==> config.mk <==
export PLATFORM = sky130hd
export DESIGN_NAME = cic_top
export DESIGN_NICKNAME = d
export VERILOG_FILES = /design/src/cic_pkg.sv /design/src/cic_top.sv
export SDC_FILE = /design/constraint.sdc
export NUM_CORES = 1
export LEC_CHECK = 0
export BUFFER_PORTS_ARGS = -buffer_cell sky130_fd_sc_hd__buf_2
export CAP_MARGIN = 20
export CORE_UTILIZATION = 55
export CTS_BUF_LIST = sky130_fd_sc_hd__clkbuf_8
export DETAILED_ROUTE_END_ITERATION = 8
export PLACE_DENSITY = 0.81
export SLEW_MARGIN = 25
export SYNTH_ARGS = -nofsm -noshare
export SYNTH_HDL_FRONTEND = slang
export SYNTH_SLANG_ARGS = --single-unit
export TNS_END_PERCENT = 20
==> constraint.sdc <==
create_clock -name clk_sys -period 3.2 [get_ports clk_sys]
set_input_delay 0.32 -clock clk_sys [delete_from_list [all_inputs] [get_ports clk_sys]]
set_output_delay 0.32 -clock clk_sys [all_outputs]
set_load 0.005 [all_outputs]
==> src/cic_pkg.sv <==
// Shared constants and types of the CPU interrupt controller
package cic_pkg;

    // ========================================================================
    // Sources and vectors
    // ========================================================================
    localparam int          NUM_VEC       = 14;
    localparam logic [13:0] VEC_USED_MASK = 14'h1FBF;   // Slots 6 and 13 unused
    localparam logic [13:0] PER_MASK      = 14'h1F21;   // Flag/enable sources
    localparam logic [3:0]  VEC_EXT0      = 4'h1;       // First external line
    localparam logic [3:0]  VEC_SUPPLY    = 4'h7;
    localparam logic [15:0] RESET_VEC     = 16'hFFFE;
    localparam logic [15:0] TRAP_VEC      = 16'hFFFC;
    localparam logic [15:0] VEC0_ADDR     = 16'hFFFA;

    // ========================================================================
    // Wake-up eligibility per low-power mode
    // ========================================================================
    localparam logic [13:0] WAKE_HALT     = 14'h101E;   // Ext lines and serial port
    localparam logic [13:0] WAKE_WAKEUP_FROM_HALT_MODE    = 14'h101F;   // Same plus auto wake-up
    localparam logic [13:0] WAKE_AHALT    = 14'h0A00;   // Overflow and timebase one

    // ========================================================================
    // Condition code and register map
    // ========================================================================
    localparam int          CC_I_BIT      = 3;
    localparam logic [3:0]  REG_ENABLE    = 4'h0;
    localparam logic [3:0]  REG_SENSE     = 4'h1;
    localparam logic [3:0]  REG_PENDING   = 4'h2;
    localparam logic [3:0]  REG_STATUS    = 4'h3;
    localparam logic [13:0] ENABLE_RST    = 14'h0000;
    localparam logic [7:0]  SENSE_RST     = 8'h00;

    // ========================================================================
    // External sensitivity codes
    // ========================================================================
    localparam logic [1:0]  SENS_FALL_LOW = 2'h0;
    localparam logic [1:0]  SENS_RISE     = 2'h1;
    localparam logic [1:0]  SENS_FALL     = 2'h2;
    localparam logic [1:0]  SENS_BOTH     = 2'h3;

    // Power modes reported by the core
    typedef enum logic [2:0] {
        CIC_RUN   = 3'b000,
        CIC_WAIT  = 3'b001,
        CIC_HALT  = 3'b010,
        CIC_AHALT = 3'b011,
        CIC_WAKEUP_FROM_HALT_MODE = 3'b100
    } cic_mode_t;

    // Entry sequencer states
    typedef enum logic [3:0] {
        CIC_IDLE    = 4'b0000,
        CIC_PUSH_PL = 4'b0001,
        CIC_PUSH_PH = 4'b0010,
        CIC_PUSH_X  = 4'b0011,
        CIC_PUSH_A  = 4'b0100,
        CIC_PUSH_CC = 4'b0101,
        CIC_VEC_HI  = 4'b0110,
        CIC_VEC_LO  = 4'b0111,
        CIC_GET_LO  = 4'b1000,
        CIC_LOAD    = 4'b1001
    } cic_fsm_t;

endpackage : cic_pkg

==> src/cic_top.sv <==
// Interrupt controller of an 8-bit CPU core: latching, priority, entry, wake-up
//
// The register addresses and the plain strobed port were chosen for this implementation.
`timescale 1ns/1ps
`default_nettype none

// Operation
// - Maskable requests serviced only with mask clear
// - Masked requests stay latched until mask clears
// - Reset leaves global mask set
// - Entry only at instruction boundary
// - Push program counter, index, accumulator, condition codes
// - Entry sets the global mask
// - Load program counter from selected vector
// - Interrupt return restores stacked mask
// - Fixed priority: reset, trap, vectors ascending
// - Trap entered regardless of mask
// - Any request wakes from wait
// - Only designated sources wake from halt
// - Overflow and timebase one wake active-halt
// - Auto wake-up exits wait and wake-from-halt modes only
// - Fixed vector addresses, two bytes apart
// - Edge latch cleared on handler entry
// - Sensitivity applies to selected external line
// - Peripheral request needs enable and clear mask
// - Clear sequence discards pending latch
// - Supply flag rise raises request, auto-cleared
module cic_top (
    // Clock and reset
    input  wire logic        clk_sys,
    input  wire logic        nrst,
    // Register port
    input  wire logic [3:0]  reg_addr,
    input  wire logic [15:0] reg_wdata,
    input  wire logic        reg_wr,
    input  wire logic        reg_rd,
    output logic      [15:0] reg_rdata,
    // Core status and commands
    input  wire logic        instr_end,
    input  wire logic        trap_exec,
    input  wire logic        interrupt_return_exec,
    input  wire logic [7:0]  cc_pop,
    input  wire logic        mask_set,
    input  wire logic        mask_clr,
    input  wire logic [2:0]  power_mode,
    input  wire logic [15:0] cpu_pc,
    input  wire logic [7:0]  cpu_x,
    input  wire logic [7:0]  cpu_a,
    input  wire logic [7:0]  cpu_cc,
    // Core control
    output logic             cpu_hold,
    output logic             global_mask,
    output logic             wake_req,
    // Stack and vector memory
    output logic             stack_push,
    output logic      [7:0]  stack_data,
    output logic             vec_rd,
    output logic      [15:0] vec_addr,
    input  wire logic [7:0]  vec_rdata,
    output logic             pc_load,
    output logic      [15:0] pc_value,
    // Interrupt sources
    input  wire logic [3:0]  external_irq_line,
    input  wire logic        supply_monitor_flag,
    input  wire logic [13:0] periph_flag,
    input  wire logic [13:0] periph_clr
);

    // ========================================================================
    // State
    // ========================================================================
    typedef struct packed {
        cic_pkg::cic_fsm_t fsm;
        logic              i_mask;
        logic              trap_pend;
        logic [3:0]        ext_lat;
        logic [3:0]        ext_prev;
        logic              sup_lat;
        logic              sup_prev;
        logic [13:0]       per_lat;
        logic [13:0]       per_prev;
        logic [13:0]       enable;
        logic [7:0]        sense;
        logic              is_trap;
        logic [3:0]        vec;
        logic [15:0]       pc_save;
        logic [7:0]        x_save;
        logic [7:0]        a_save;
        logic [7:0]        cc_save;
        logic [7:0]        vec_hi;
        logic              hold;
        logic              push;
        logic [7:0]        push_data;
        logic              mrd;
        logic [15:0]       maddr;
        logic              load;
        logic [15:0]       pc_val;
        logic              wake;
        logic [15:0]       rdata;
    } cic_state_t;

    cic_state_t st_reg;
    cic_state_t st_next;

    // ========================================================================
    // Functions
    // ========================================================================
    // Vector n sits two bytes below vector n-1
    function automatic logic [15:0] vector_of(input logic trap, input logic [3:0] n);
        logic [15:0] off;
        off = {11'h000, n, 1'b0};
        if (trap)
            vector_of = cic_pkg::TRAP_VEC;
        else
            vector_of = cic_pkg::VEC0_ADDR - off;
    endfunction : vector_of

    // Lowest vector number wins
    function automatic logic [3:0] first_set(input logic [13:0] v);
        logic [3:0] idx;
        idx = 4'h0;
        for (int i = cic_pkg::NUM_VEC - 1; i >= 0; i--)
            if (v[i])
                idx = i[3:0];
        first_set = idx;
    endfunction : first_set

    // Edge detection for one external line; the mode 00 low level is added outside
    function automatic logic ext_edge(input logic [1:0] s, input logic cur, input logic prv);
        case (s)
            cic_pkg::SENS_RISE:     ext_edge = cur & ~prv;
            cic_pkg::SENS_FALL:     ext_edge = ~cur & prv;
            cic_pkg::SENS_BOTH:     ext_edge = cur ^ prv;
            cic_pkg::SENS_FALL_LOW: ext_edge = ~cur & prv;
            default:                ext_edge = 1'b0;
        endcase
    endfunction : ext_edge

    // Vector number of external line i
    function automatic logic [3:0] vec_ext_idx(input int i);
        vec_ext_idx = cic_pkg::VEC_EXT0 + i[3:0];
    endfunction : vec_ext_idx

    // ========================================================================
    // Request combination
    // ========================================================================
    logic [3:0]  ext_set;
    logic [3:0]  ext_req;
    logic [13:0] req_raw;
    logic [13:0] req_ok;
    logic [13:0] wake_elig;
    logic        take;

    // Low level in mode 00 requests without latching, as long as held
    always_comb
    begin
        for (int i = 0; i < 4; i++)
        begin
            ext_set[i] = ext_edge(st_reg.sense[2*i +: 2], external_irq_line[i],
                                  st_reg.ext_prev[i]);
            ext_req[i] = st_reg.ext_lat[i]
                       | ((st_reg.sense[2*i +: 2] == cic_pkg::SENS_FALL_LOW)
                          & ~external_irq_line[i]);
        end
    end

    // Pending requests, flag sources gated by enable, before and after the global mask
    always_comb
    begin
        req_raw = (st_reg.per_lat & st_reg.enable & cic_pkg::PER_MASK)
                | {9'h000, ext_req, 1'b0}
                | {6'h00, st_reg.sup_lat, 7'h00};
        req_raw = req_raw & cic_pkg::VEC_USED_MASK;
        req_ok  = req_raw & {14{~st_reg.i_mask}};
        take    = (st_reg.fsm == cic_pkg::CIC_IDLE) & instr_end
                & (st_reg.trap_pend | trap_exec | (|req_ok));
    end

    // Sources allowed to end each low-power mode
    always_comb
    begin
        case (power_mode)
            cic_pkg::CIC_WAIT:  wake_elig = cic_pkg::VEC_USED_MASK;
            cic_pkg::CIC_HALT:  wake_elig = cic_pkg::WAKE_HALT;
            cic_pkg::CIC_AHALT: wake_elig = cic_pkg::WAKE_AHALT;
            cic_pkg::CIC_WAKEUP_FROM_HALT_MODE: wake_elig = cic_pkg::WAKE_WAKEUP_FROM_HALT_MODE;
            default:            wake_elig = 14'h0000;
        endcase
    end

    // ========================================================================
    // Next state
    // ========================================================================
    always_comb
    begin
        st_next           = st_reg;
        st_next.push      = 1'b0;
        st_next.mrd       = 1'b0;
        st_next.load      = 1'b0;
        st_next.rdata     = 16'h0000;
        st_next.ext_prev  = external_irq_line;
        st_next.sup_prev  = supply_monitor_flag;
        st_next.per_prev  = periph_flag;
        // Wake on any pending request eligible in the current power mode, flag sources only when enabled; mask is irrelevant here
        st_next.wake      = |(req_raw & wake_elig);

        // Latches: hardware set wins over any clear in the same cycle
        st_next.ext_lat   = st_reg.ext_lat | ext_set;
        st_next.per_lat   = (st_reg.per_lat & ~periph_clr)
                          | (periph_flag & ~st_reg.per_prev & cic_pkg::PER_MASK);
        st_next.trap_pend = st_reg.trap_pend | trap_exec;

        // Core mask instructions; interrupt_return restores the stacked copy
        if (mask_set)
            st_next.i_mask = 1'b1;
        else if (mask_clr)
            st_next.i_mask = 1'b0;
        else if (interrupt_return_exec)
            st_next.i_mask = cc_pop[cic_pkg::CC_I_BIT];

        // Register writes; sensitivity may change only while masked
        if (reg_wr)
        begin
            case (reg_addr)
                // Supply enable rides in bit 7 beside the flag-source enables
                cic_pkg::REG_ENABLE: st_next.enable = reg_wdata[13:0]
                    & (cic_pkg::PER_MASK | (14'h0001 << cic_pkg::VEC_SUPPLY));
                cic_pkg::REG_SENSE:
                begin
                    if (st_reg.i_mask)
                        st_next.sense = reg_wdata[7:0];
                end
                default: ;
            endcase
        end

        // Register reads, valid the cycle after the strobe only
        if (reg_rd)
        begin
            case (reg_addr)
                cic_pkg::REG_ENABLE:  st_next.rdata = {2'h0, st_reg.enable};
                cic_pkg::REG_SENSE:   st_next.rdata = {8'h00, st_reg.sense};
                cic_pkg::REG_PENDING: st_next.rdata = {2'h0, req_raw};
                cic_pkg::REG_STATUS:  st_next.rdata = {7'h00, st_reg.is_trap,
                                                       st_reg.vec, 2'h0,
                                                       st_reg.hold, st_reg.i_mask};
                default:              st_next.rdata = 16'h0000;
            endcase
        end

        // Entry sequencer
        case (st_reg.fsm)
            cic_pkg::CIC_IDLE:
            begin
                if (take)
                begin
                    st_next.hold    = 1'b1;
                    st_next.pc_save = cpu_pc;
                    st_next.x_save  = cpu_x;
                    st_next.a_save  = cpu_a;
                    st_next.cc_save = cpu_cc;
                    st_next.cc_save[cic_pkg::CC_I_BIT] = st_reg.i_mask;
                    st_next.fsm     = cic_pkg::CIC_PUSH_PL;
                    if (st_reg.trap_pend | trap_exec)
                    begin
                        st_next.is_trap   = 1'b1;
                        st_next.trap_pend = 1'b0;
                        st_next.vec       = 4'h0;
                    end
                    else
                    begin
                        st_next.is_trap = 1'b0;
                        st_next.vec     = first_set(req_ok);
                        // Edge latches and the supply request clear on entry
                        for (int i = 0; i < 4; i++)
                            if (first_set(req_ok) == vec_ext_idx(i))
                                st_next.ext_lat[i] = ext_set[i];
                        if (first_set(req_ok) == cic_pkg::VEC_SUPPLY)
                            st_next.sup_lat = 1'b0;
                    end
                    st_next.i_mask = 1'b1;
                end
            end
            cic_pkg::CIC_PUSH_PL:
            begin
                st_next.push      = 1'b1;
                st_next.push_data = st_reg.pc_save[7:0];
                st_next.fsm       = cic_pkg::CIC_PUSH_PH;
            end
            cic_pkg::CIC_PUSH_PH:
            begin
                st_next.push      = 1'b1;
                st_next.push_data = st_reg.pc_save[15:8];
                st_next.fsm       = cic_pkg::CIC_PUSH_X;
            end
            cic_pkg::CIC_PUSH_X:
            begin
                st_next.push      = 1'b1;
                st_next.push_data = st_reg.x_save;
                st_next.fsm       = cic_pkg::CIC_PUSH_A;
            end
            cic_pkg::CIC_PUSH_A:
            begin
                st_next.push      = 1'b1;
                st_next.push_data = st_reg.a_save;
                st_next.fsm       = cic_pkg::CIC_PUSH_CC;
            end
            cic_pkg::CIC_PUSH_CC:
            begin
                st_next.push      = 1'b1;
                st_next.push_data = st_reg.cc_save;
                st_next.fsm       = cic_pkg::CIC_VEC_HI;
            end
            cic_pkg::CIC_VEC_HI:
            begin
                st_next.mrd   = 1'b1;
                st_next.maddr = vector_of(st_reg.is_trap, st_reg.vec);
                st_next.fsm   = cic_pkg::CIC_VEC_LO;
            end
            cic_pkg::CIC_VEC_LO:
            begin
                st_next.mrd   = 1'b1;
                st_next.maddr = vector_of(st_reg.is_trap, st_reg.vec) + 16'h0001;
                st_next.fsm   = cic_pkg::CIC_GET_LO;
            end
            cic_pkg::CIC_GET_LO:
            begin
                // High byte answers the first read
                st_next.vec_hi = vec_rdata;
                st_next.fsm    = cic_pkg::CIC_LOAD;
            end
            cic_pkg::CIC_LOAD:
            begin
                st_next.load   = 1'b1;
                st_next.pc_val = {st_reg.vec_hi, vec_rdata};
                st_next.hold   = 1'b0;
                st_next.fsm    = cic_pkg::CIC_IDLE;
            end
            default:
                st_next.fsm = cic_pkg::CIC_IDLE;
        endcase

        // Supply monitor: rise with enable set; a new rise beats the entry clear
        if (supply_monitor_flag & ~st_reg.sup_prev & st_reg.enable[cic_pkg::VEC_SUPPLY])
            st_next.sup_lat = 1'b1;
    end

    // ========================================================================
    // Registers
    // ========================================================================
    // Reset leaves every source masked and all latches empty
    always_ff @(posedge clk_sys)
    begin
        if (!nrst)
        begin
            st_reg        <= '0;
            st_reg.fsm    <= cic_pkg::CIC_IDLE;
            st_reg.i_mask <= 1'b1;
            st_reg.enable <= cic_pkg::ENABLE_RST;
            st_reg.sense  <= cic_pkg::SENSE_RST;
        end
        else
        begin
            st_reg <= st_next;
        end
    end

    // ========================================================================
    // Outputs, all straight from the state flops
    // ========================================================================
    assign reg_rdata   = st_reg.rdata;
    assign cpu_hold    = st_reg.hold;
    assign global_mask = st_reg.i_mask;
    assign wake_req    = st_reg.wake;
    assign stack_push  = st_reg.push;
    assign stack_data  = st_reg.push_data;
    assign vec_rd      = st_reg.mrd;
    assign vec_addr    = st_reg.maddr;
    assign pc_load     = st_reg.load;
    assign pc_value    = st_reg.pc_val;

endmodule : cic_top

`default_nettype wire

### Word level (Yosys, flattened, before mapping)

Index checks and enable logic that the tools add are counted.

* flip-flop bits (word level): 173
* bits of input ports: 121
* logic and storage cells: 182

* add/sub/neg operators: 2
* equal/unequal tests: 35
* multiplexer cells: 47
* bitwise operators: 47
* reductions and logical operators: 24

Operators by type and width (count)
* $pmux 13 s4: 2
* $mux 4: 18
* $pmux 9 s5: 1
* $pmux 4 s9: 1
* $pmux 17 s2: 1
* $mux 16: 2
* $and 13x14->14: 2
* $reduce_or 14->1: 2
* $and 13x13->13: 2
* $eq 4x2->1 const B: 6
* $eq 4x3->1 const B: 6
* $mux 17: 1
* $add 16x1->16 const B: 1
* $and 1x1->1: 16
* $eq 2x2->1 const B: 8
* $and 14x14->14: 1
* $not 14->14: 1
* $or 14x13->14: 1
* $mux 1: 13
* $not 13->13: 1
* $or 13x5->13: 1
* $or 13x8->13: 1
* $eq 4x1->1 const B: 3
* $pmux 1 s3: 4
* other kinds (24): 60

### Logic depth before layout (Yosys ltp)

Gate-level depths: netlist (run 1).

* word-level depth: 29
* depth in mapped cells: 8
* depth with buffers taken out: 7

### Worst setup path after synthesis (run 1)

OpenSTA, ideal clock, no wires.

* path kind: register to register
* start: register st_reg[118] (netlist name)
* end: register st_reg[176] (netlist name)
* arrival: 1.831 ns
* required time: 3.085 ns
* slack: 1.254 ns
* cell stages (with the launch flop): 8
* path buffers: 2
* cell sequence: dfxtp_1 nor3_2 or4_4 nor4_4 o31ai_2 buf_6 buf_6 o21a_1

* longest elaborated chain between the ends: 10

RTL lines
* from (decl): line cic_top.sv:102 `cic_state_t st_reg;`
* from (signal assigned): line cic_top.sv:364 `st_reg <= st_next;`
* $logic_not 2->1: line cic_top.sv:162 `| ((st_reg.sense[2*i +: 2] == cic_pkg::SENS_FALL_LOW)`
* $and 1x1->1: line cic_top.sv:163 `& ~external_irq_line[i]);`
* $or 1x1->1: line cic_top.sv:162
* $or 13x5->13: line cic_top.sv:171 `| {9'h000, ext_req, 1'b0}`
* $or 13x8->13: line cic_top.sv:172 `| {6'h00, st_reg.sup_lat, 7'h00};`
* $and 13x14->14: line cic_top.sv:174 `req_ok = req_raw & {14{~st_reg.i_mask}};`
* $reduce_or 14->1: line cic_top.sv:176 `& (st_reg.trap_pend | trap_exec | (|req_ok));`
* $or 1x1->1: line cic_top.sv:176
* $and 1x1->1: line cic_top.sv:176
* $ne 2x2->1 (no source line)

Every way passes these cells.
A chain may end at the register's enable or synchronous reset.

### Worst setup path in the final report (run 1)

* start: register st_reg[116] (netlist name)
* end: register st_reg[75] (netlist name)

* longest elaborated chain between the ends: 10

RTL lines (line)
* $logic_not 2->1: cic_top.sv:162
* $and 1x1->1: cic_top.sv:163
* $or 1x1->1: cic_top.sv:162
* $or 13x5->13: cic_top.sv:171
* $or 13x8->13: cic_top.sv:172
* $and 13x14->14: cic_top.sv:174
* $reduce_or 14->1: cic_top.sv:176
* $or 1x1->1: cic_top.sv:176
* $and 1x1->1: cic_top.sv:176
* $reduce_and 2->1 (no source line)

Every way passes these cells.

==> reports/qor.log, run 1 <==
INFO  sta            totalNegativeSetupSlack=0ns
INFO  finish         layout_area_growth_over_synthesis=11.6%
INFO  setup_path     critical_path.cell_chain=nor3_1, or4_4, nor4_4, o31ai_4, buf_12, mux2i_1
INFO  clock_tree     ctsLongestPathBuffers=2
INFO  clock_tree     tritoncts.num_buffers=17
INFO  setup_path     critical_path.endpoint_type=register
INFO  synth          synthFlopType=sky130_fd_sc_hd__dfxtp_1
INFO  drt            postRouteWirelength=14600µm
INFO  power          pwr_density_cell=518nW/µm²
INFO  sta            fin_skew=0.00970ns
INFO  finish         layout.cells.most_common_list=159 x sky130_fd_sc_hd__nand2_1, 153 x sky130_fd_sc_hd__buf_2, 148 x sky130_fd_sc_hd__dfxtp_1
INFO  setup_path     crit_slowest_cell=sky130_fd_sc_hd__nor3_1
INFO  synth          synth_top_family_by_area=simple AND/OR/NAND/NOR gates
INFO  synth          avgSynthCellArea=8.42µm²
INFO  synth          synth-adder-area-share=0.0165
INFO  grt            number_of_antenna_violations_at_the_first_check_in_global_routing=0
INFO  drt            postRouteAntennaNets=0
INFO  finish         antenna_cells_inserted=0
INFO  drt            wire_per_inst=13.9µm
INFO  grt            grt_pass1_vias=5107
INFO  grt            globalRouteTotalUtil=0.236
INFO  place          placed_area=7190µm²
INFO  synth          synth.yosys.warnings=0
INFO  setup_path     worst-path-max-fanout=41
INFO  sta            worst-slew-pin-transition=0.926ns
INFO  synth          netlist_instances=808
INFO  grt            grt_max_degree=83
INFO  sta            layout_setup_ws=0.968ns
INFO  floorplanning  core_region_area=12000µm²
INFO  clock_tree     cts_max_level=4
INFO  synth          post_synth_mux_area_share=0.106
INFO  sta            fin_worst_hold_slack=0.0606ns
INFO  synth          seq_area_frac_synth=0.435
INFO  drt            vias_per_instance=5.25
INFO  grt            overflow_left_after_global_routing=0
INFO  finish         fillers=1059
INFO  sta            setup_violations=0
INFO  setup_path     worst-endpoint-arrival=2.61ns
INFO  sta            final_min_period_over_clock_period=0.698
INFO  floorplanning  floorplan.initialDensity=0.567
INFO  synth          synthXorXnorAreaFrac=0.00386
INFO  clock_tree     cts-resized-gates=0
INFO  clock_tree     clk_pin_slew_worst_paths=0.08ns
INFO  setup_path     worstSetupStartpointType=register
INFO  clock_tree     worstSkewPairLatency=0.45ns
INFO  synth          synth-simple-area-share=0.203
INFO  finish         post-route-cell-area=7590µm²
INFO  finish         layout.area.seq=2960µm²
INFO  synth          ys_ff_latch=148
INFO  sta            timing_max_transition_violations_final=0
INFO  place          dp_hpwl=10500µm
INFO  outcome        outcome=complete, no violations
INFO  drt            drt-pass1-iter-count=4
INFO  synth          synth_compound_gate_area_share=0.124
INFO  clock_tree     cts.repair_timing.setup_buffer_count=0
INFO  sta            clock.fmax=448MHz
INFO  sta            period_needed=2.23ns
INFO  synth          synth.distinct_cells=57
INFO  setup_path     critPathMaxStageDelay=0.48ns
INFO  finish         multiInputGateArea=3110µm²
INFO  floorplanning  ioPinCount=183
INFO  place          buffer_ports.inserted=154
INFO  sta            rsz0062_at_grt=no
INFO  floorplanning  die_y=113µm
INFO  sta            finalHoldViolations=0
INFO  finish         final_net_count=1020
INFO  drt            drt_iter0_markers=349
INFO  grt            grt_first_pass_wirelength=23800µm
INFO  floorplanning  floorplan.rows=40
INFO  synth          post_synth_edffs=0
INFO  clock_tree     clock-root-buffer=sky130_fd_sc_hd__clkbuf_8
INFO  clock_tree     cts.sink_count=148
INFO  finish         largest_register_ff_count=98
INFO  flow_run       cap_viol_max_count=0
INFO  power          ir_drop=0.000445V
INFO  place          pre_cts_ws=0.927ns
INFO  setup_path     crit_type=register to register
INFO  floorplanning  die_area=12800µm²
INFO  finish         most_common_cell_after_layout_fill_and_taps_aside=sky130_fd_sc_hd__nand2_1
INFO  drt            dr_total_vias=5511
INFO  place          gp_congestion=0.848
INFO  sta            slew-limit-headroom=0.377
INFO  drt            drcViolationCount=0
INFO  setup_path     worstPathRequired=3.58ns
INFO  power          p_leak=3.24nW
INFO  clock_tree     number_of_hold_buffers_added_after_cts=0
INFO  finish         drive_gt1_frac=0.227
INFO  synth          async_reset_ff_frac=0
INFO  synth          netlist_area=6810µm²
INFO  floorplanning  die-width=113µm
INFO  clock_tree     tritoncts=yes
INFO  min_path       timing.hold.worst.class=primary input to register
==> area by class of cell <==
type / instances / area share
tap: 147 / 0.0242
sequential: 148 / 0.390
clock inverter: 12 / 0.0170
timing repair buffer: 160 / 0.109
clock buffer: 20 / 0.0362
multi-input combinational: 535 / 0.409
inverter: 28 / 0.0138
==> worst max-delay path: cells and delay by family (launching register included) <==
kind,cells,cell delay [ns]
AND/OR/NAND/NOR,3,0.80
AO/OA/AOI/OAI,1,0.42
flip-flops,1,0.35
buffers and inverters,1,0.33
multiplexers,1,0.23
==> where the power goes <==
| group | switching (mW) | total [mW] | internal [mW] |
|---|---|---|---|
| combinational | 0.268 | 0.481 | 0.213 |
| sequential | 0.0659 | 2.00 | 1.94 |
| clock | 0.700 | 1.45 | 0.753 |
| total | 1.03 | 3.94 | 2.90 |
==> metrics by stage <==
stage,util,power [mW],instances
after floorplan,-,2.39,810
after global routing,0.632,4.09,1050
after CTS,0.632,3.96,1050
after detailed placement,0.599,2.53,1018
after global placement,0.599,2.51,1018
final,0.632,3.94,1050
==> path summary, 6_finish.rpt <==
check | start | to | slack (ns) | depth (start not counted)
setup / recovery | st_reg[116]$_SDFFE_PN0P_ | st_reg[75]$_SDFFE_PN0P_ | 0.97 | 6
hold / removal | mask_set | global_mask$_SDFF_PN1_ | 0.06 | 2
setup reg to reg | st_reg[116]$_SDFFE_PN0P_ | st_reg[75]$_SDFFE_PN0P_ | 0.97 | 6
hold reg to reg | stack_data[3]$_SDFFE_PN0P_ | stack_data[3]$_SDFFE_PN0P_ | 0.45 | 2
==> metal layers <==
layer,global-route usage,share of wire,vias to the layer above
met2,0.398,0.48,141
met4,0.0886,0.017,0
li1,-,-,2836
met1,0.287,0.45,2512
met5,0,0,-
met3,0.0653,0.049,22
==> synth_stat cells (11+ instances only) <==
cell | number | area share
sky130_fd_sc_hd__inv_1 | 28 | 0.015
sky130_fd_sc_hd__clkbuf_1 | 35 | 0.019
sky130_fd_sc_hd__nand2_1 | 159 | 0.088
sky130_fd_sc_hd__a21oi_1 | 56 | 0.041
sky130_fd_sc_hd__nor2_1 | 77 | 0.042
sky130_fd_sc_hd__nor3_1 | 19 | 0.014
sky130_fd_sc_hd__buf_4 | 56 | 0.062
sky130_fd_sc_hd__a22oi_1 | 11 | 0.012
sky130_fd_sc_hd__mux2i_1 | 69 | 0.10
sky130_fd_sc_hd__o21ai_0 | 19 | 0.014
sky130_fd_sc_hd__and2_1 | 11 | 0.010
sky130_fd_sc_hd__dfxtp_1 | 148 | 0.44
==> cell families after synthesis <==
family,after synthesis
simple gates,313
fa+ha+maj,9
other cells,1
flops,148
xor+xnor,3
compound gates,136
mux,71
buf+inv,127
Note: power is estimated with default switching activity, not from simulation.
==> run 2, diff against run 1 <==
--- a/config.mk
+++ b/config.mk
@@ -7,10 +7,10 @@
 export LEC_CHECK = 0
 export BUFFER_PORTS_ARGS = -buffer_cell sky130_fd_sc_hd__buf_2
 export CAP_MARGIN = 20
-export CORE_UTILIZATION = 55
+export CORE_UTILIZATION = 49
 export CTS_BUF_LIST = sky130_fd_sc_hd__clkbuf_8
 export DETAILED_ROUTE_END_ITERATION = 8
-export PLACE_DENSITY = 0.81
+export PLACE_DENSITY = 0.76
 export SLEW_MARGIN = 25
 export SYNTH_ARGS = -nofsm -noshare
 export SYNTH_HDL_FRONTEND = slang
==> constraint.sdc (replaced) <==
create_clock -name clk_sys -period 2 [get_ports clk_sys]
set_input_delay 0.2 -clock clk_sys [delete_from_list [all_inputs] [get_ports clk_sys]]
set_output_delay 0.2 -clock clk_sys [all_outputs]
set_load 0.005 [all_outputs]
==> run 2 against run 1 <==
The flow now finishes with violations (negative setup slack). Wire length rose by 20%. Final area is 14% higher. Die area grew 12%. Critical path depth down 2. First-iteration DRC count is 16% higher. Sequential share of layout area shrank 4.8 points. Non-clock buffer count rose by 107. Hold slack lost 0.032 ns. Fmax increased by 9.6%. Count of clock-buffer cells in the layout increased by 1. Final cell count is 13% higher.
==> reports/qor.log, run 2 (synthesized netlist as in run 1, its figures left out) <==
INFO  clock_tree     tritoncts.num_buffers=17
INFO  setup_path     worst-endpoint-arrival=2.37ns
INFO  setup_path     critical_path.cell_chain=or4_4, nor4_4, o31ai_4, or4_1
INFO  floorplanning  core_region_area=13400µm²
INFO  clock_tree     cts_max_level=4
INFO  setup_path     critical_path.endpoint_type=register
INFO  finish         most_common_cell_after_layout_fill_and_taps_aside=sky130_fd_sc_hd__nand2_1
INFO  drt            vias_per_instance=5.14
INFO  sta            fin_skew=0.0111ns
INFO  drt            postRouteAntennaNets=0
INFO  grt            grt_first_pass_wirelength=27600µm
INFO  floorplanning  die_area=14400µm²
INFO  setup_path     worst_setup_slack_for_register_to_register_paths=-0.04ns
INFO  power          pwr_density_cell=746nW/µm²
INFO  grt            globalRouteTotalUtil=0.245
INFO  floorplanning  die_y=120µm
INFO  grt            number_of_antenna_violations_at_the_first_check_in_global_routing=0
INFO  sta            finalHoldViolations=0
INFO  power          ir_drop=0.000420V
INFO  outcome        failing_checks=negative setup slack
INFO  grt            grt_pass1_vias=5820
INFO  place          dp_hpwl=11200µm
INFO  drt            wire_per_inst=14.8µm
INFO  sta            worst-slew-pin-transition=0.552ns
INFO  drt            drcViolationCount=0
INFO  clock_tree     ctsLongestPathBuffers=2
INFO  place          gp_congestion=0.892
INFO  drt            drt_iter0_markers=404
INFO  clock_tree     clk_pin_slew_worst_paths=0.08ns
INFO  floorplanning  floorplan.rows=42
INFO  sta            final_min_period_over_clock_period=1.02
INFO  outcome        outcome=complete, but fails checks
INFO  setup_path     worstPathRequired=2.33ns
INFO  finish         antenna_cells_inserted=0
INFO  floorplanning  ioPinCount=183
INFO  setup_path     critPathMaxStageDelay=0.58ns
INFO  clock_tree     cts.sink_count=148
INFO  setup_path     worst-path-max-fanout=6
INFO  setup_path     crit_type=register to register
INFO  power          p_leak=3.75nW
INFO  sta            timing_max_transition_violations_final=0
INFO  grt            overflow_left_after_global_routing=0
INFO  grt            grt_max_degree=78
INFO  drt            postRouteWirelength=17500µm
INFO  sta            totalNegativeSetupSlack=-0.0737ns
INFO  sta            setup_violations=5
INFO  sta            rsz0062_at_grt=yes
INFO  setup_path     crit_slowest_cell=sky130_fd_sc_hd__or4_4
INFO  finish         final_net_count=1127
INFO  finish         largest_register_ff_count=98
INFO  min_path       timing.hold.worst.class=primary input to register
INFO  sta            clock.fmax=491MHz
INFO  flow_run       cap_viol_max_count=0
INFO  floorplanning  die-width=120µm
INFO  setup_path     number_of_buffer_and_inverter_instances_along_the_worst_setup_path=0
INFO  clock_tree     clock-root-buffer=sky130_fd_sc_hd__clkbuf_8
INFO  place          buffer_ports.inserted=154
INFO  drt            drt-pass1-iter-count=5
INFO  sta            slew-limit-headroom=0.632
INFO  clock_tree     tritoncts=yes
INFO  drt            dr_total_vias=6077
INFO  sta            period_needed=2.04ns
INFO  floorplanning  floorplan.initialDensity=0.508
INFO  finish         drive_gt1_frac=0.242
INFO  setup_path     critical_path.top_delay_family=simple AND/OR/NAND/NOR gates
INFO  sta            layout_setup_ws=-0.0374ns
INFO  place          pre_cts_ws=-0.0540ns
INFO  setup_path     worstSetupStartpointType=register
INFO  finish         layout_area_growth_over_synthesis=27.3%
INFO  clock_tree     worstSkewPairLatency=0.45ns
INFO  finish         layout.cells.most_common_list=158 x sky130_fd_sc_hd__nand2_1, 153 x sky130_fd_sc_hd__buf_2, 144 x sky130_fd_sc_hd__dfxtp_1
## run 2: cell types whose count changed in the layout (fill, tap and decap cells not counted), sizes merged
cell         previous run  this run
inv                    29        31
clkinv                  6         3
dlygate4sd3             0        72
clkbuf                 20        22
clkinvlp                3         0
buf                   160       194
## run 2: stage by stage
stage,hold WS (ns),area [µm²],cells,total power [mW],util
2_1_floorplan,0.303,6810,810,3.83,-
3_3_place_gp,0.420,7460,1076,4.08,0.556
3_5_place_dp,0.423,7460,1076,4.10,0.556
4_1_cts,0.000873,8560,1178,6.43,0.639
5_1_grt,0.0199,8660,1183,6.74,0.647
6_report,0.0289,8660,1183,6.46,0.647
## run 2: area by class of cell
class | instances | area, µm²
Clock buffer | 21 | 289
Clock inverter | 8 | 86.3
Fill cell | 1094 | 4740
Inverter | 28 | 105
Multi-Input combinational cell | 535 | 3140
Sequential cell | 148 | 2970
Tap cell | 176 | 220
Timing Repair Buffer | 267 | 1860
## run 2: layer usage
layer | up-vias | track usage | wire length (µm)
met5 | - | 0 | 0
met4 | 0 | 0.0906 | 330
met3 | 28 | 0.0518 | 1100
met2 | 234 | 0.426 | 8730
met1 | 2785 | 0.297 | 7360
li1 | 3030 | - | -
## run 2: timing repair
item | CTS | global route
setup buffers | 1 | 2
setup endpoints to repair | 1 | 46
endpoints found under the hold margin | 83 | 0
hold buffers | 72 | 0
pin swaps | 1 | 5
gates cloned | 0 | 3
resized for setup | 0 | 15
## run 2: worst register-to-register path, delay by kind of cell (launching register included)
kind	cells	cell delay (ns)
AND/OR/NAND/NOR	3	1.41
flip-flops	1	0.35
AO/OA/AOI/OAI	1	0.16
## run 2: worst paths after layout
path	end	cells after the start	startpoint
worst min-delay path	st_reg[118]$_SDFFE_PN0P_	3	reg_wdata[4]
worst min register to register	stack_data[5]$_SDFFE_PN0P_	2	stack_data[5]$_SDFFE_PN0P_
worst max-delay path	global_mask$_SDFF_PN1_	4	st_reg[172]$_SDFF_PN0_
worst max register to register	global_mask$_SDFF_PN1_	4	st_reg[172]$_SDFF_PN0_
## run 2: where the power goes
part | switching (mW) | internal (mW) | total (mW)
sequential | 0.101 | 3.10 | 3.20
combinational | 0.513 | 0.519 | 1.03
clock | 1.03 | 1.20 | 2.23
total | 1.64 | 4.82 | 6.46
==> run 3, diff against run 2 <==
==> constraint.sdc (replaced) <==
create_clock -name clk_sys -period 1.8 [get_ports clk_sys]
set_input_delay 0.18 -clock clk_sys [delete_from_list [all_inputs] [get_ports clk_sys]]
set_output_delay 0.18 -clock clk_sys [all_outputs]
set_load 0.005 [all_outputs]
==> run 3 against run 2 <==
The run still ends with negative setup slack left. Setup slack lost 0.11 ns. Final cell count rose by 2.9%. Register-to-register slack got worse by 0.11 ns. Sequential power up 11%. Critical path depth up 1. Critical endpoint unchanged. Utilization is 2.4 points higher. Count of clock-buffer cells in the layout shrank 1. Global-route usage grew 1.9 points. Clock skew about the same. Die area unchanged.
==> reports/qor.log, run 3 (synthesized netlist as in run 1, its figures left out) <==
INFO  clock_tree     worstSkewPairLatency=0.45ns
INFO  power          ir_drop=0.000416V
INFO  outcome        outcome=complete, but fails checks
INFO  drt            wire_per_inst=15.1µm
INFO  setup_path     crit_start=st_reg[158]$_SDFF_PN0_
INFO  setup_path     crit_type=register to register
INFO  min_path       worst_hold_path.num_cells=3
INFO  sta            finalHoldViolations=0
INFO  drt            drcViolationCount=0
INFO  drt            drt-pass1-iter-count=5
INFO  sta            period_needed=1.95ns
INFO  min_path       timing.hold.worst.class=primary input to register
INFO  floorplanning  die_y=120µm
INFO  drt            vias_per_instance=5.21
INFO  setup_path     worstSetupStartpointType=register
INFO  finish         layoutNonFillerInstCount=1217
INFO  setup_path     critical_path.endpoint_type=register
INFO  place          post-place-cells=1108
INFO  grt            overflow_left_after_global_routing=0
INFO  flow_run       cap_viol_max_count=0
INFO  sta            fin_skew=0.0112ns
INFO  clock_tree     ctsLongestPathBuffers=2
INFO  sta            timing_max_transition_violations_final=0
INFO  drt            drt_iter0_markers=337
INFO  setup_path     crit_reg_reg_startpoint=st_reg[158]$_SDFF_PN0_
INFO  sta            layout_setup_ws=-0.149ns
INFO  setup_path     worst-endpoint-arrival=2.28ns
INFO  finish         final_net_count=1159
INFO  sta            clock.fmax=513MHz
INFO  sta            final_min_period_over_clock_period=1.08
INFO  grt            grt_pass1_vias=6195
INFO  drt            dr_total_vias=6339
INFO  clock_tree     cts_max_level=4
INFO  floorplanning  ioPinCount=183
INFO  grt            grt_first_pass_wirelength=29400µm
INFO  floorplanning  die-width=120µm
INFO  place          gp_congestion=0.902
INFO  setup_path     worstPathRequired=2.13ns
INFO  floorplanning  floorplan.rows=42
INFO  finish         antenna_cells_inserted=0
INFO  grt            globalRouteTotalUtil=0.264
INFO  clock_tree     tritoncts=yes
INFO  finish         layout.cells.most_common_list=158 x sky130_fd_sc_hd__nand2_1, 154 x sky130_fd_sc_hd__buf_2, 141 x sky130_fd_sc_hd__dfxtp_1
INFO  clock_tree     clock-root-buffer=sky130_fd_sc_hd__clkbuf_8
INFO  min_path       worst_hold_path_startpoint=external_irq_line[0]
INFO  setup_path     worst-path-max-fanout=4
INFO  grt            grt_max_degree=68
INFO  sta            rsz0062_at_grt=yes
INFO  clock_tree     cts.sink_count=148
INFO  floorplanning  die_area=14400µm²
INFO  drt            postRouteAntennaNets=0
INFO  drt            postRouteWirelength=18400µm
INFO  sta            setup_violations=46
INFO  finish         drive_gt1_frac=0.274
INFO  clock_tree     tritoncts.num_buffers=17
INFO  sta            worst-slew-pin-transition=0.601ns
INFO  power          pwr_density_cell=814nW/µm²
INFO  sta            slew-limit-headroom=0.599
INFO  power          post-layout-total-power=7.32mW
INFO  place          buffer_ports.inserted=154
INFO  grt            number_of_antenna_violations_at_the_first_check_in_global_routing=0
INFO  finish         largest_register_ff_count=98
INFO  setup_path     critPathMaxStageDelay=0.49ns
INFO  finish         layout_area_growth_over_synthesis=32.1%
INFO  setup_path     critical_path.cell_chain=a22o_1, nand3b_1, nor4_4, o31ai_4, or4_1
INFO  finish         most_common_cell_after_layout_fill_and_taps_aside=sky130_fd_sc_hd__nand2_1
INFO  place          dp_hpwl=11700µm
INFO  setup_path     crit_slowest_cell=sky130_fd_sc_hd__or4_1
INFO  power          p_leak=3.92nW
INFO  floorplanning  core_region_area=13400µm²
INFO  setup_path     worstRegToRegCells=5
INFO  outcome        failing_checks=negative setup slack
INFO  clock_tree     clk_pin_slew_worst_paths=0.08ns
INFO  floorplanning  floorplan.initialDensity=0.508
-- run 3: cell count changes in the layout (fill, tap and decap cells not counted), moves of 2 or more --
cell,delta
sky130_fd_sc_hd__nor3_1,-2
sky130_fd_sc_hd__clkinv_2,+3
sky130_fd_sc_hd__dfxtp_2,+3
sky130_fd_sc_hd__buf_4,+28
sky130_fd_sc_hd__dfxtp_1,-3
sky130_fd_sc_hd__inv_1,-2
sky130_fd_sc_hd__dlygate4sd3_1,+2
-- run 3: repair_timing --
action                                 CTS  global route
gates cloned                             3             0
hold buffers                            74             0
resized for setup                       13            12
pin swaps                                2             3
setup endpoints to repair               49            57
endpoints found under the hold margin   84             0
setup buffers                            2             0
-- run 3: path summary, 6_finish.rpt --
check                           slack (ns)                         to
worst max-delay path                 -0.15     global_mask$_SDFF_PN1_
worst min-delay path                  0.03     st_reg[166]$_SDFF_PN0_
worst max register to register       -0.15     global_mask$_SDFF_PN1_
worst min register to register        0.45  pc_value[11]$_SDFFE_PN0P_
-- run 3: per-stage QoR --
stage,setup WS [ns],hold WS [ns],instance area (µm²),utilization,setup TNS (ns)
global placement,-0.143,0.401,7680,0.573,-2.73
detailed placement,-0.160,0.403,7680,0.573,-4.19
global route,-0.195,0.0216,8990,0.671,-5.89
floorplan,0.0122,0.283,6820,-,0
finish,-0.149,0.0278,8990,0.671,-3.00
CTS,-0.115,0.00972,8960,0.668,-3.23
-- run 3: routing by layer --
| metal | GRT usage | routed length (µm) |
|---|---|---|
| met4 | 0.120 | 498 |
| met1 | 0.312 | 7670 |
| met3 | 0.0575 | 1150 |
| met2 | 0.458 | 9110 |
| met5 | 0 | 0 |
-- run 3: final cells by class --
class / instances / area, µm²
clock buffers: 20 / 275
well taps: 176 / 220
inverters: 28 / 105
repair buffers: 299 / 2130
multi-input cells: 535 / 3180
fillers: 1056 / 4410
clock inverters: 11 / 110
flip-flops and latches: 148 / 2970
-- run 3: report_power, final --
group / total, mW / internal (mW) / switching [mW] / leakage (nW)
clock: 2.54 / 1.31 / 1.22 / 0.205
combinational: 1.23 / 0.636 / 0.593 / 2.51
sequential: 3.55 / 3.44 / 0.109 / 1.21
-- run 3: worst max-delay path, delay by kind of cell, from the launching register on --
kind             cells  cell delay (ns)
AO/OA/AOI/OAI        2             0.39
flip-flops           1             0.33
AND/OR/NAND/NOR      3             1.11
